## src/core/afpl_defs.svh

```systemverilog
`ifndef AFPL_DEFS_SVH
`define AFPL_DEFS_SVH
`define AFPL_CLK_NS 40
`define AFPL_PWRUP_DLY_NS 1000000
`define AFPL_PWRUP_CYC ((`AFPL_PWRUP_DLY_NS + `AFPL_CLK_NS - 1) / `AFPL_CLK_NS)
`define AFPL_PRES_LAST 12'hfff
`define AFPL_DIV_FAST_LAST 6'h0b
`define AFPL_DIV_SLOW_LAST 6'h2f
`define AFPL_UD_MIN 8'h4a
`define AFPL_UD_MAX 8'hff
`define AFPL_OV_CAP 8'h0c
`define AFPL_CMP_BLANK 12'h002
`define AFPL_REG_CTRL 8'h00
`define AFPL_REG_STATUS 8'h04
`define AFPL_REG_COUNT 8'h08
`define AFPL_CTRL_LAMP_TEST 0
`define AFPL_RST_LAMP_TEST 1'h0
`define AFPL_NFLAG 10
`define AFPL_F_PWR 0
`define AFPL_F_PHLOW 1
`define AFPL_F_PHOK 2
`define AFPL_F_RLOST 3
`define AFPL_F_RLOW 4
`define AFPL_F_CMP 5
`define AFPL_F_OV 6
`define AFPL_F_UV 7
`define AFPL_F_LD 8
`define AFPL_F_SLOW 9
`endif

```

## src/core/afpl_pkg.sv

```systemverilog
package afpl_pkg;
    typedef enum logic [1:0] {
        PWR_OFF = 2'b00,
        PWR_DELAY = 2'b01,
        PWR_RUN = 2'b10
    } afpl_pwr_type;
    typedef enum logic [1:0] {
        SENSE_REMOTE = 2'b00,
        SENSE_LOCAL_FULL = 2'b01,
        SENSE_LOCAL_ATTN = 2'b10
    } afpl_sense_type;
    typedef struct packed {
        afpl_pwr_type pwr;
        logic [15:0] dly;
        logic [11:0] pres;
        logic [11:0] ramp;
        logic gate;
        logic lamp;
        logic standby;
        logic lrc;
        afpl_sense_type sense;
        logic ana_end;
        logic want_up;
        logic lamp_test;
        logic [15:0] rdata;
    } afpl_top_st_type;
    typedef struct packed {
        logic [5:0] div;
        logic slow;
        logic [2:0] hist;
        logic dir;
        logic [7:0] cnt;
    } afpl_lrc_st_type;
endpackage : afpl_pkg

```

## src/core/afpl_top.sv

```systemverilog
// Design decisions made here: the register offsets and the strobed register port.
`timescale 1ns/1ps
`include "afpl_defs.svh"
module afpl_top #(
    parameter int PWRUP_CYC = `AFPL_PWRUP_CYC
) (
    input wire logic clock_i,
    input wire logic arst_n_i,
    input wire logic power_req_i,
    input wire logic phase_low_i,
    input wire logic phase_present_i,
    input wire logic remote_lost_i,
    input wire logic remote_low_i,
    input wire logic reg_cmp_i,
    input wire logic overvolt_i,
    input wire logic undervolt_i,
    input wire logic load_dump_i,
    input wire logic rate_slow_i,
    input wire logic [7:0] addr_i,
    input wire logic [15:0] wdata_i,
    input wire logic wr_i,
    input wire logic rd_i,
    output logic gate_o,
    output logic lamp_o,
    output logic standby_o,
    output logic [1:0] sense_sel_o,
    output logic [11:0] ramp_o,
    output logic lrc_active_o,
    output logic [15:0] rdata_o
);
    logic rst_meta_r;
    logic rst_n;
    logic [`AFPL_NFLAG-1:0] flag_raw;
    logic [`AFPL_NFLAG-1:0] flag_meta_r;
    logic [`AFPL_NFLAG-1:0] flag_r;
    afpl_pkg::afpl_top_st_type st;
    afpl_pkg::afpl_top_st_type nxt;
    logic run;
    logic period_tick;
    logic lrc_on;
    logic [7:0] ud_count;
    logic [7:0] duty_pos;
    logic [7:0] cap;
    logic dig_end;
    logic cap_end;
    logic ana_end;
    logic fault;

    // reset is released through two flops so every flop leaves reset on one edge
    always_ff @(posedge clock_i or negedge arst_n_i)
    begin
        if (!arst_n_i)
        begin
            rst_meta_r <= 1'b0;
            rst_n <= 1'b0;
        end
        else
        begin
            rst_meta_r <= 1'b1;
            rst_n <= rst_meta_r;
        end
    end

    assign flag_raw = {rate_slow_i, load_dump_i, undervolt_i, overvolt_i, reg_cmp_i,
                       remote_low_i, remote_lost_i, phase_present_i, phase_low_i, power_req_i};

    // comparator outputs are analog and asynchronous to the oscillator
    for (genvar gi = 0; gi < `AFPL_NFLAG; gi++)
    begin : g_sync
        always_ff @(posedge clock_i or negedge rst_n)
        begin
            if (!rst_n)
            begin
                flag_meta_r[gi] <= 1'b0;
                flag_r[gi] <= 1'b0;
            end
            else
            begin
                flag_meta_r[gi] <= flag_raw[gi];
                flag_r[gi] <= flag_meta_r[gi];
            end
        end
    end

    assign run = (st.pwr == afpl_pkg::PWR_RUN);
    assign period_tick = run && (st.pres == `AFPL_PRES_LAST);
    // lrc runs at low rpm and also whenever no phase is present
    assign lrc_on = flag_r[`AFPL_F_PHLOW] || !flag_r[`AFPL_F_PHOK];
    assign duty_pos = st.pres[11:4];

    always_comb
    begin
        if (flag_r[`AFPL_F_OV])
        begin
            cap = `AFPL_OV_CAP;
        end
        else if (!flag_r[`AFPL_F_PHOK])
        begin
            cap = `AFPL_UD_MIN;
        end
        else
        begin
            cap = `AFPL_UD_MAX;
        end
    end

    // full count means no digital end, so lrc can still reach 100% duty
    assign dig_end = lrc_on && (duty_pos == ud_count) && (ud_count != `AFPL_UD_MAX);
    assign cap_end = (cap != `AFPL_UD_MAX) && (duty_pos >= cap);
    // undervoltage pushes the analog side to full duty
    // the synced comparator still shows the last period's ramp for two cycles, so blank it
    assign ana_end = flag_r[`AFPL_F_CMP] && !flag_r[`AFPL_F_UV] && (st.pres >= `AFPL_CMP_BLANK);
    assign fault = flag_r[`AFPL_F_OV] || !flag_r[`AFPL_F_PHOK]
                   || (flag_r[`AFPL_F_UV] && !flag_r[`AFPL_F_PHLOW]);

    always_comb
    begin
        nxt = st;
        nxt.rdata = 16'h0000;
        case (st.pwr)
            afpl_pkg::PWR_OFF:
            begin
                nxt.dly = 16'h0000;
                if (flag_r[`AFPL_F_PWR])
                begin
                    nxt.pwr = afpl_pkg::PWR_DELAY;
                end
            end
            afpl_pkg::PWR_DELAY:
            begin
                // any dropout restarts the wait
                if (!flag_r[`AFPL_F_PWR])
                begin
                    nxt.pwr = afpl_pkg::PWR_OFF;
                end
                else if (st.dly == 16'(PWRUP_CYC - 1))
                begin
                    nxt.pwr = afpl_pkg::PWR_RUN;
                end
                else
                begin
                    nxt.dly = st.dly + 16'h0001;
                end
            end
            afpl_pkg::PWR_RUN:
            begin
                if (!flag_r[`AFPL_F_PWR])
                begin
                    nxt.pwr = afpl_pkg::PWR_OFF;
                end
            end
            default:
            begin
                nxt.pwr = afpl_pkg::PWR_OFF;
            end
        endcase
        nxt.standby = (nxt.pwr != afpl_pkg::PWR_RUN);
        // leaving run drops gate and lamp on the same edge that raises standby
        if (!run || nxt.standby)
        begin
            nxt.pres = 12'h000;
            nxt.gate = 1'b0;
            nxt.ana_end = 1'b0;
            nxt.want_up = 1'b1;
            nxt.lamp = 1'b0;
        end
        else
        begin
            nxt.pres = st.pres + 12'h001;
            if (period_tick)
            begin
                // a trip in the last cycle still counts against this period
                nxt.want_up = !(st.ana_end || (ana_end && st.gate));
                nxt.ana_end = 1'b0;
            end
            else if (ana_end && st.gate)
            begin
                nxt.ana_end = 1'b1;
            end
            if (flag_r[`AFPL_F_LD])
            begin
                nxt.gate = 1'b0;
            end
            else if (period_tick)
            begin
                nxt.gate = 1'b1;
            end
            else if (ana_end || st.ana_end || dig_end || cap_end)
            begin
                nxt.gate = 1'b0;
            end
            nxt.lamp = (fault || st.lamp_test) && !flag_r[`AFPL_F_LD];
        end
        nxt.ramp = ~nxt.pres;
        nxt.lrc = lrc_on && run;
        if (flag_r[`AFPL_F_RLOST])
        begin
            nxt.sense = afpl_pkg::SENSE_LOCAL_FULL;
        end
        else if (flag_r[`AFPL_F_RLOW])
        begin
            nxt.sense = afpl_pkg::SENSE_LOCAL_ATTN;
        end
        else
        begin
            nxt.sense = afpl_pkg::SENSE_REMOTE;
        end
        if (wr_i && addr_i == `AFPL_REG_CTRL)
        begin
            nxt.lamp_test = wdata_i[`AFPL_CTRL_LAMP_TEST];
        end
        if (rd_i)
        begin
            case (addr_i)
                `AFPL_REG_CTRL:
                begin
                    nxt.rdata = {15'h0000, st.lamp_test};
                end
                `AFPL_REG_STATUS:
                begin
                    nxt.rdata = {3'h0, flag_r, st.lrc, st.gate, st.standby};
                end
                `AFPL_REG_COUNT:
                begin
                    nxt.rdata = {8'h00, ud_count};
                end
                default:
                begin
                    nxt.rdata = 16'h0000;
                end
            endcase
        end
    end

    always_ff @(posedge clock_i or negedge rst_n)
    begin
        if (!rst_n)
        begin
            st <= '{pwr: afpl_pkg::PWR_OFF, dly: 16'h0000, pres: 12'h000, ramp: 12'hfff,
                    gate: 1'b0, lamp: 1'b0, standby: 1'b1, lrc: 1'b0,
                    sense: afpl_pkg::SENSE_REMOTE, ana_end: 1'b0, want_up: 1'b1,
                    lamp_test: `AFPL_RST_LAMP_TEST, rdata: 16'h0000};
        end
        else
        begin
            st <= nxt;
        end
    end

    afpl_lrc_counter u_lrc (
        .clock_i(clock_i),
        .rst_n_i(rst_n),
        .run_i(run),
        .period_tick_i(period_tick),
        .rate_slow_i(flag_r[`AFPL_F_SLOW]),
        .want_up_i(st.want_up),
        .active_i(lrc_on),
        .count_o(ud_count)
    );

    assign gate_o = st.gate;
    assign lamp_o = st.lamp;
    assign standby_o = st.standby;
    assign sense_sel_o = st.sense;
    assign ramp_o = st.ramp;
    assign lrc_active_o = st.lrc;
    assign rdata_o = st.rdata;

    // cycles since the last period tick; all ones outside run and until a first tick is seen
    logic [12:0] tick_gap_r;
    always_ff @(posedge clock_i or negedge rst_n)
    begin
        if (!rst_n)
        begin
            tick_gap_r <= 13'h1fff;
        end
        else if (period_tick)
        begin
            tick_gap_r <= 13'h0000;
        end
        else if (!run)
        begin
            tick_gap_r <= 13'h1fff;
        end
        else if (tick_gap_r != 13'h1fff)
        begin
            tick_gap_r <= tick_gap_r + 13'h0001;
        end
    end
endmodule : afpl_top

```

## src/core/afpl_lrc_counter.sv

```systemverilog
`timescale 1ns/1ps
`include "afpl_defs.svh"
module afpl_lrc_counter (
    input wire logic clock_i,
    input wire logic rst_n_i,
    input wire logic run_i,
    input wire logic period_tick_i,
    input wire logic rate_slow_i,
    input wire logic want_up_i,
    input wire logic active_i,
    output logic [7:0] count_o
);
    afpl_pkg::afpl_lrc_st_type st;
    afpl_pkg::afpl_lrc_st_type nxt;
    logic [2:0] hist_nxt;
    logic [5:0] div_last;

    always_comb
    begin
        nxt = st;
        hist_nxt = {st.hist[1:0], want_up_i};
        div_last = st.slow ? `AFPL_DIV_SLOW_LAST : `AFPL_DIV_FAST_LAST;
        if (!run_i)
        begin
            // standby holds the chain at its preset: 29% duty, counting up
            nxt.div = 6'h00;
            nxt.slow = rate_slow_i;
            nxt.hist = 3'h7;
            nxt.dir = 1'b1;
            nxt.cnt = `AFPL_UD_MIN;
        end
        else if (period_tick_i)
        begin
            if (st.div == div_last)
            begin
                nxt.div = 6'h00;
                nxt.slow = rate_slow_i;
                nxt.hist = hist_nxt;
                if (hist_nxt == {3{~st.dir}})
                begin
                    nxt.dir = ~st.dir;
                end
                if (!active_i)
                begin
                    // lrc idle: park at full so handing back costs no sudden drop
                    nxt.cnt = `AFPL_UD_MAX;
                end
                else if (nxt.dir && st.cnt != `AFPL_UD_MAX)
                begin
                    nxt.cnt = st.cnt + 8'h01;
                end
                else if (!nxt.dir && st.cnt > `AFPL_UD_MIN)
                begin
                    nxt.cnt = st.cnt - 8'h01;
                end
            end
            else
            begin
                nxt.div = st.div + 6'h01;
            end
        end
    end

    always_ff @(posedge clock_i or negedge rst_n_i)
    begin
        if (!rst_n_i)
        begin
            st <= '{div: 6'h00, slow: 1'b0, hist: 3'h7, dir: 1'b1, cnt: `AFPL_UD_MIN};
        end
        else
        begin
            st <= nxt;
        end
    end

    assign count_o = st.cnt;
endmodule : afpl_lrc_counter

```

## config.mk

```make
export PLATFORM = sky130hd
export DESIGN_NAME = afpl_top
export DESIGN_NICKNAME = d
export VERILOG_FILES = /design/src/core/afpl_pkg.sv /design/src/core/afpl_top.sv /design/src/core/afpl_lrc_counter.sv
export VERILOG_INCLUDE_DIRS = /design/src /design/src/core
export SDC_FILE = /design/constraint.sdc
export NUM_CORES = 1
export LEC_CHECK = 0
export BUFFER_PORTS_ARGS = -buffer_cell sky130_fd_sc_hd__buf_2
export CAP_MARGIN = 20
export CORE_ASPECT_RATIO = 1.5
export CORE_MARGIN = 4
export CORE_UTILIZATION = 50
export DETAILED_ROUTE_END_ITERATION = 10
export GPL_TIMING_DRIVEN = 0
export PLACE_DENSITY = 0.71
export SLEW_MARGIN = 30
export SYNTH_ARGS = -nofsm -noshare
export SYNTH_HDL_FRONTEND = slang
export SYNTH_SLANG_ARGS = --single-unit
```

## constraint.sdc

```tcl
create_clock -name clock_i -period 6.7 [get_ports clock_i]
set_input_delay 0.335 -clock clock_i [delete_from_list [all_inputs] [get_ports clock_i]]
set_output_delay 0.335 -clock clock_i [all_outputs]
set_load 0.02 [all_outputs]
```

* Word level (Yosys, flattened, before mapping)
Cells that the tools add are included.
** Word-level totals
- RAM bits :: 0
- Flip-flop bits (word level) :: 107
- Logic and storage cells :: 140
- Bits in latches :: 0
- Input port bits :: 38
- Memories :: 0
- Bits in read-only memories :: 0
- Output and inout bits :: 34
** Cells by class
- $add $sub $neg :: 5
- $lt $le $gt $ge :: 3
- Multiplexer cells :: 35
- Bitwise operators :: 2
- Equality and inequality tests :: 17
- Reductions and logical operators :: 38
- Div/mod/pow operators :: 0
- Multipliers :: 0
- Shift operators :: 0
** Operator list (count)
- 8-bit 2-to-1 mux :: 5
- 13-bit one-hot mux with 3 select lines :: 1
- 19-bit 2-to-1 mux :: 2
- 16-bit 2-to-1 mux :: 2
- 16-bit one-hot mux with 2 select lines :: 1
- 13-bit 2-to-1 mux :: 2
- 16-bit by 1-bit adder with 16-bit output (second input constant) :: 1
- 16-bit by 15-bit == test with 1-bit output (second input constant) :: 1
- 2-bit 2-to-1 mux :: 8
- 8-bit != test (second input constant) :: 2
- 1-bit logical AND :: 13
- 12-bit by 1-bit adder with 12-bit output (second input constant) :: 1
- 12-bit == test (second input constant) :: 1
- 12-bit by 2-bit >= comparator with 1-bit output (second input constant) :: 1
- 12-bit 2-to-1 mux :: 1
- 6-bit 2-to-1 mux :: 2
- 12-bit inverter :: 1
- 1-bit 2-to-1 mux :: 10
- 1-bit logical OR :: 9
- 8-bit by 1-bit adder with 8-bit output (second input constant) :: 1
- 8-bit by 3-bit == test with 1-bit output (second input constant) :: 1
- 8-bit by 4-bit == test with 1-bit output (second input constant) :: 1
- 8-bit == test :: 1
- 8-bit >= comparator :: 1
- 20 further kinds :: 31

* Longest topological paths before layout
- Depth after elaboration :: 14
- Mapped depth :: 12
- Depth with buffers taken out :: 11

* Modules after synthesis
Synthesis repeated with hierarchy kept, for this count alone.
** Second synthesis, totals
- Cells, all modules :: 461
- Area, all modules :: 5036.1 µm²
** Modules (own cells, without submodules)
- afpl_top :: cells each 340, times used 1, area each 3821.2 µm², sequential area each 2169.6 µm²
- afpl_lrc_counter :: cells each 121, times used 1, area each 1214.9 µm², sequential area each 457.9 µm²

* Least setup slack after synthesis
OpenSTA, ideal clock, no wires.
- Path kind :: reg2reg
- From :: register u_lrc.st, in the netlist u_lrc.count_o[0]
- To :: register u_lrc.st, in the netlist u_lrc.count_o[7]
- Buffers on the path :: 1
- Required time :: 6.581 ns
- Data arrival time :: 2.661 ns
- Cell stages (with the launch flop) :: 13
- Library setup time :: 0.119 ns
- Clock period less this slack :: 2.779 ns
- Slack :: 3.921 ns
- Cell sequence :: dfrtp_1 clkbuf_1 nand4_1 nor2_1 nor2_1 inv_1 ha_1 and3_1 a221o_1 o41ai_1 xnor2_1 o31a_1 o21a_1
** On the way
- Word-level cells in the longest chain between the ends :: 7
- Elaborated cells on any way between the ends :: 14
- Classes of those cells :: add/sub: 2; order compare: 1; eq/ne: 2; mux: 6; reduce/logical: 3
** Ends and longest elaborated chain
- from (decl) :: line afpl_lrc_counter.sv:13 : afpl_pkg::afpl_lrc_st_type st;
- from (signal assigned) :: line afpl_lrc_counter.sv:68 : st <= '{div: 6'h00, slow: 1'b0, hist: 3'h7, dir: 1'b1, cnt: `AFPL_UD_MIN};
- from (signal assigned) :: line afpl_lrc_counter.sv:72 : st <= nxt;
- 8-bit by 1-bit subtractor with 8-bit output or 8-bit != test (tied branches)
- 8-bit 2-to-1 mux or 1-bit logical AND (tied branches)
- 8-bit 2-to-1 mux :: line afpl_lrc_counter.sv:48 : else if (nxt.dir && st.cnt != `AFPL_UD_MAX)
- 8-bit 2-to-1 mux :: line afpl_lrc_counter.sv:43 : if (!active_i)
- 13-bit 2-to-1 mux :: line afpl_lrc_counter.sv:34 : if (st.div == div_last)
- 19-bit 2-to-1 mux :: line afpl_lrc_counter.sv:32 : else if (period_tick_i)
- 19-bit 2-to-1 mux :: line afpl_lrc_counter.sv:23 : if (!run_i)
Several ways; a longest one is shown, not always the timed one. The select of a mux whose other input is x is not followed.
A chain may end at the register's enable or synchronous reset.

* Worst setup path in the final report
Same ends and word-level chain as after synthesis.

==> flow_summary_export.csv <==
group,metric,value,unit
outcome,status,"finished, final reports clean",
critical_path,cp-start-kind,"flip-flop",
timing,slew_viol_final,0,
routing,wirelength,9.30,mm
timing,setup_viol,0,
clock_network,cts_resized,0,
clock_network,htree_levels,3,
timing,max_freq,0.294,GHz
critical_path,crit_path_cell_trace,"clkbuf_1, nand4_1, nor2_1, nor2_1, inv_1, ha_1, and3_1, a221o_1, o41ai_1, xnor2_1, o31a_1, o21a_1",
clock_network,ctsLongestPathBuffers,2,
synthesis,yosysWarnings,0,
clock_network,postCtsHoldBufs,1,
worst_hold_path,hold_class,"primary input to flip-flop",
final_layout,final_common_cell,"dfrtp_1",
routing,vias_per_cell,5.20,
timing,tightest_slew,0.663,ns
timing,rsz0062_at_grt,"false",
routing,avgRoutedWirePerCell,14.1,um
timing,fin_tns_setup,0,ns
timing,clock_skew,0.0110,ns
clock_network,clock_latency,0.34,ns
routing,drcViolationCount,0,
timing,post-route-min-period,3.41,ns
routing,drt_iter0_drc,187,
routing,firstDrtPassIters,4,
synthesis,synth_seq_cells,104,
job,drv_cap,0,
floorplan,die_h,130,um
clock_network,postCtsSetupRepairBufs,0,
clock_network,cts_tree,"built",
routing,vias,3432,
synthesis,synth-edff-count,0,
placement,dp_slack,3.39,ns
timing,fin_crit_sh,0.508,
final_layout,most-common-layout-cells,"dfrtp_1 (83), buf_2 (54), nor2_1 (51), buf_4 (30)",
final_layout,drive_gt1_frac,0.261,
grt,antenna_found_initial,0,
floorplan,dieWidth,89.6,um
placement,portBuffers,53,
timing,hold_viol,0,
critical_path,worst_setup_path_end_kind,"flip-flop",
synthesis,syn-cell-area,5000,um^2
grt,grt_pass1_vias,3399,
placement,place_congestion,0.882,
timing,slew_headroom,0.557,
floorplan,start_util,0.513,
synthesis,ys_types,56,
grt,grt_pass1_wl,15.9,mm
power,p_leak,2.72,nW
critical_path,crit_arrival,3.64,ns
floorplan,pin_count,72,
critical_path,worstPathRequired,6.93,ns
critical_path,slowest_delay,0.44,ns
clock_network,cts_root_buf,"clkbuf_16",
critical_path,crit_path_frequent_cell,"nor2_1",
placement,dpl.hpwl,6.89,mm
floorplan,core_area,9740,um^2
grt,gr-total-overflow,0,
synthesis,synth.avg_cell_area,10.6,um^2
timing,fin_ws,3.29,ns
critical_path,crit_type,"flip-flop to flip-flop",
final_layout,n_antenna_cell,0,
final_layout,nNetsFinal,596,
synthesis,async_reset_ff_frac,1.00,
power,p_per_area,209,nW/um^2
power,ir_drop,154,uV
clock_network,cts_buffers,9,
floorplan,num_rows,44,
grt,grt_max_degree,53,
grt,grt_usage,0.176,
clock_network,clk_pin_slew,0.07,ns
critical_path,cp_max_fo,7,
final_layout,area_growth,15.0,%
synthesis,seq_area_frac_synth,0.526,
synthesis,ys.flop_type,"dfrtp_1",
clock_network,cts.sinks,104,
critical_path,cp_slowest_cell,"o41ai_1",
routing,drtAntennaViolNets,0,
synthesis,synthCells,472,
floorplan,die_area,11700,um^2
## cell families (layout without fill, tap and decap cells)
family | count (synthesis) | after routing | share of synthesized area
simple gates | 172 | 172 | 0.180
flops | 104 | 104 | 0.526
buf+inv | 67 | 138 | 0.0764
compound gates | 65 | 65 | 0.0909
xor+xnor | 40 | 40 | 0.0701
fa+ha+maj | 18 | 18 | 0.0466
mux | 4 | 4 | 0.00851
other cells | 2 | 4 | 0.00150
## power by group
group          internal (mW)  switching, mW
clock                  0.290          0.222
sequential             0.638         0.0114
combinational         0.0163         0.0221
## final timing paths
| check | start | end | slack (ns) | depth (start not counted) |
|---|---|---|---|---|
| worst max-delay path | u_lrc.count_o[0] | u_lrc.count_o[7] | 3.29 | 12 |
| worst min-delay path | remote_low_i | flag_meta_r[4] | 0.09 | 1 |
| worst max register to register | u_lrc.count_o[0] | u_lrc.count_o[7] | 3.29 | 12 |
| worst min register to register | flag_meta_r[4] | flag_r[4] | 0.35 | 0 |
| max in group asynchronous | rst_n | ramp_o[10] | 5.61 | 1 |
| min in group asynchronous | arst_n_i | rst_n | 0.30 | 2 |
## critical path: cells and delay by family, from the launching register on
kind / cells / cell delay, ns
AO/OA/AOI/OAI: 4 / 1.21
XOR/XNOR: 1 / 0.16
adder cells (fa/ha/maj): 1 / 0.34
buffers and inverters: 2 / 0.54
flip-flops: 1 / 0.38
AND/OR/NAND/NOR: 4 / 0.67
## registers in the layout, indices dropped and copies added (netlist names), 2 cells and up
| signal | flops |
|---|---|
| u_lrc.hist_nxt | 2 |
| u_lrc.count_o | 8 |
| u_lrc.st | 8 |
| sense_sel_o | 2 |
| ramp_o | 12 |
| rdata_o | 13 |
| duty_pos | 8 |
| flag_meta_r | 10 |
| st | 25 |
| flag_r | 10 |
## through the flow
stage / hold WS (ns) / cells / area [um^2] / util / power [mW]
4_1_cts: 0.0825 / 660 / 5750 / 0.590 / 1.21
2_1_floorplan: 0.0394 / 474 / 5000 / - / 0.681
3_5_place_dp: 0.121 / 643 / 5440 / 0.559 / 0.700
3_3_place_gp: 0.120 / 642 / 5410 / 0.555 / 0.695
6_report: 0.0908 / 660 / 5750 / 0.590 / 1.20
5_1_grt: 0.0772 / 660 / 5750 / 0.590 / 1.25
## layout make-up
class                   instances  area (um^2)
plain buffers                  43          292
inverters                      24         90.1
repair buffers                 55          303
clock buffers                  11          233
multi-input cells             303         1990
flip-flops and latches        104         2630
clock inverters                 5         60.1
fillers                       811         4000
well taps                     115          144
## synth_stat cells, drive strengths merged, types with 11 or more instances
| master | instances | area share |
|---|---|---|
| dfrtp | 84 | 0.42 |
| nand2 | 25 | 0.019 |
| ha | 17 | 0.043 |
| xnor2 | 15 | 0.026 |
| buf | 33 | 0.051 |
| nand4 | 11 | 0.014 |
| a21oi | 14 | 0.014 |
| nand3 | 24 | 0.027 |
| dfstp | 20 | 0.11 |
| o21ai | 15 | 0.017 |
| nor2 | 51 | 0.038 |
| inv | 24 | 0.018 |
| xor2 | 25 | 0.044 |
## routing by layer
metal	GRT usage	up-vias	part of all wire
met3	0.0289	16	0.043
met4	0.0780	0	0.022
met1	0.222	1642	0.42
met2	0.295	72	0.51
met5	0	-	0
li1	-	1702	-
(Power assumes the default switching activity.)
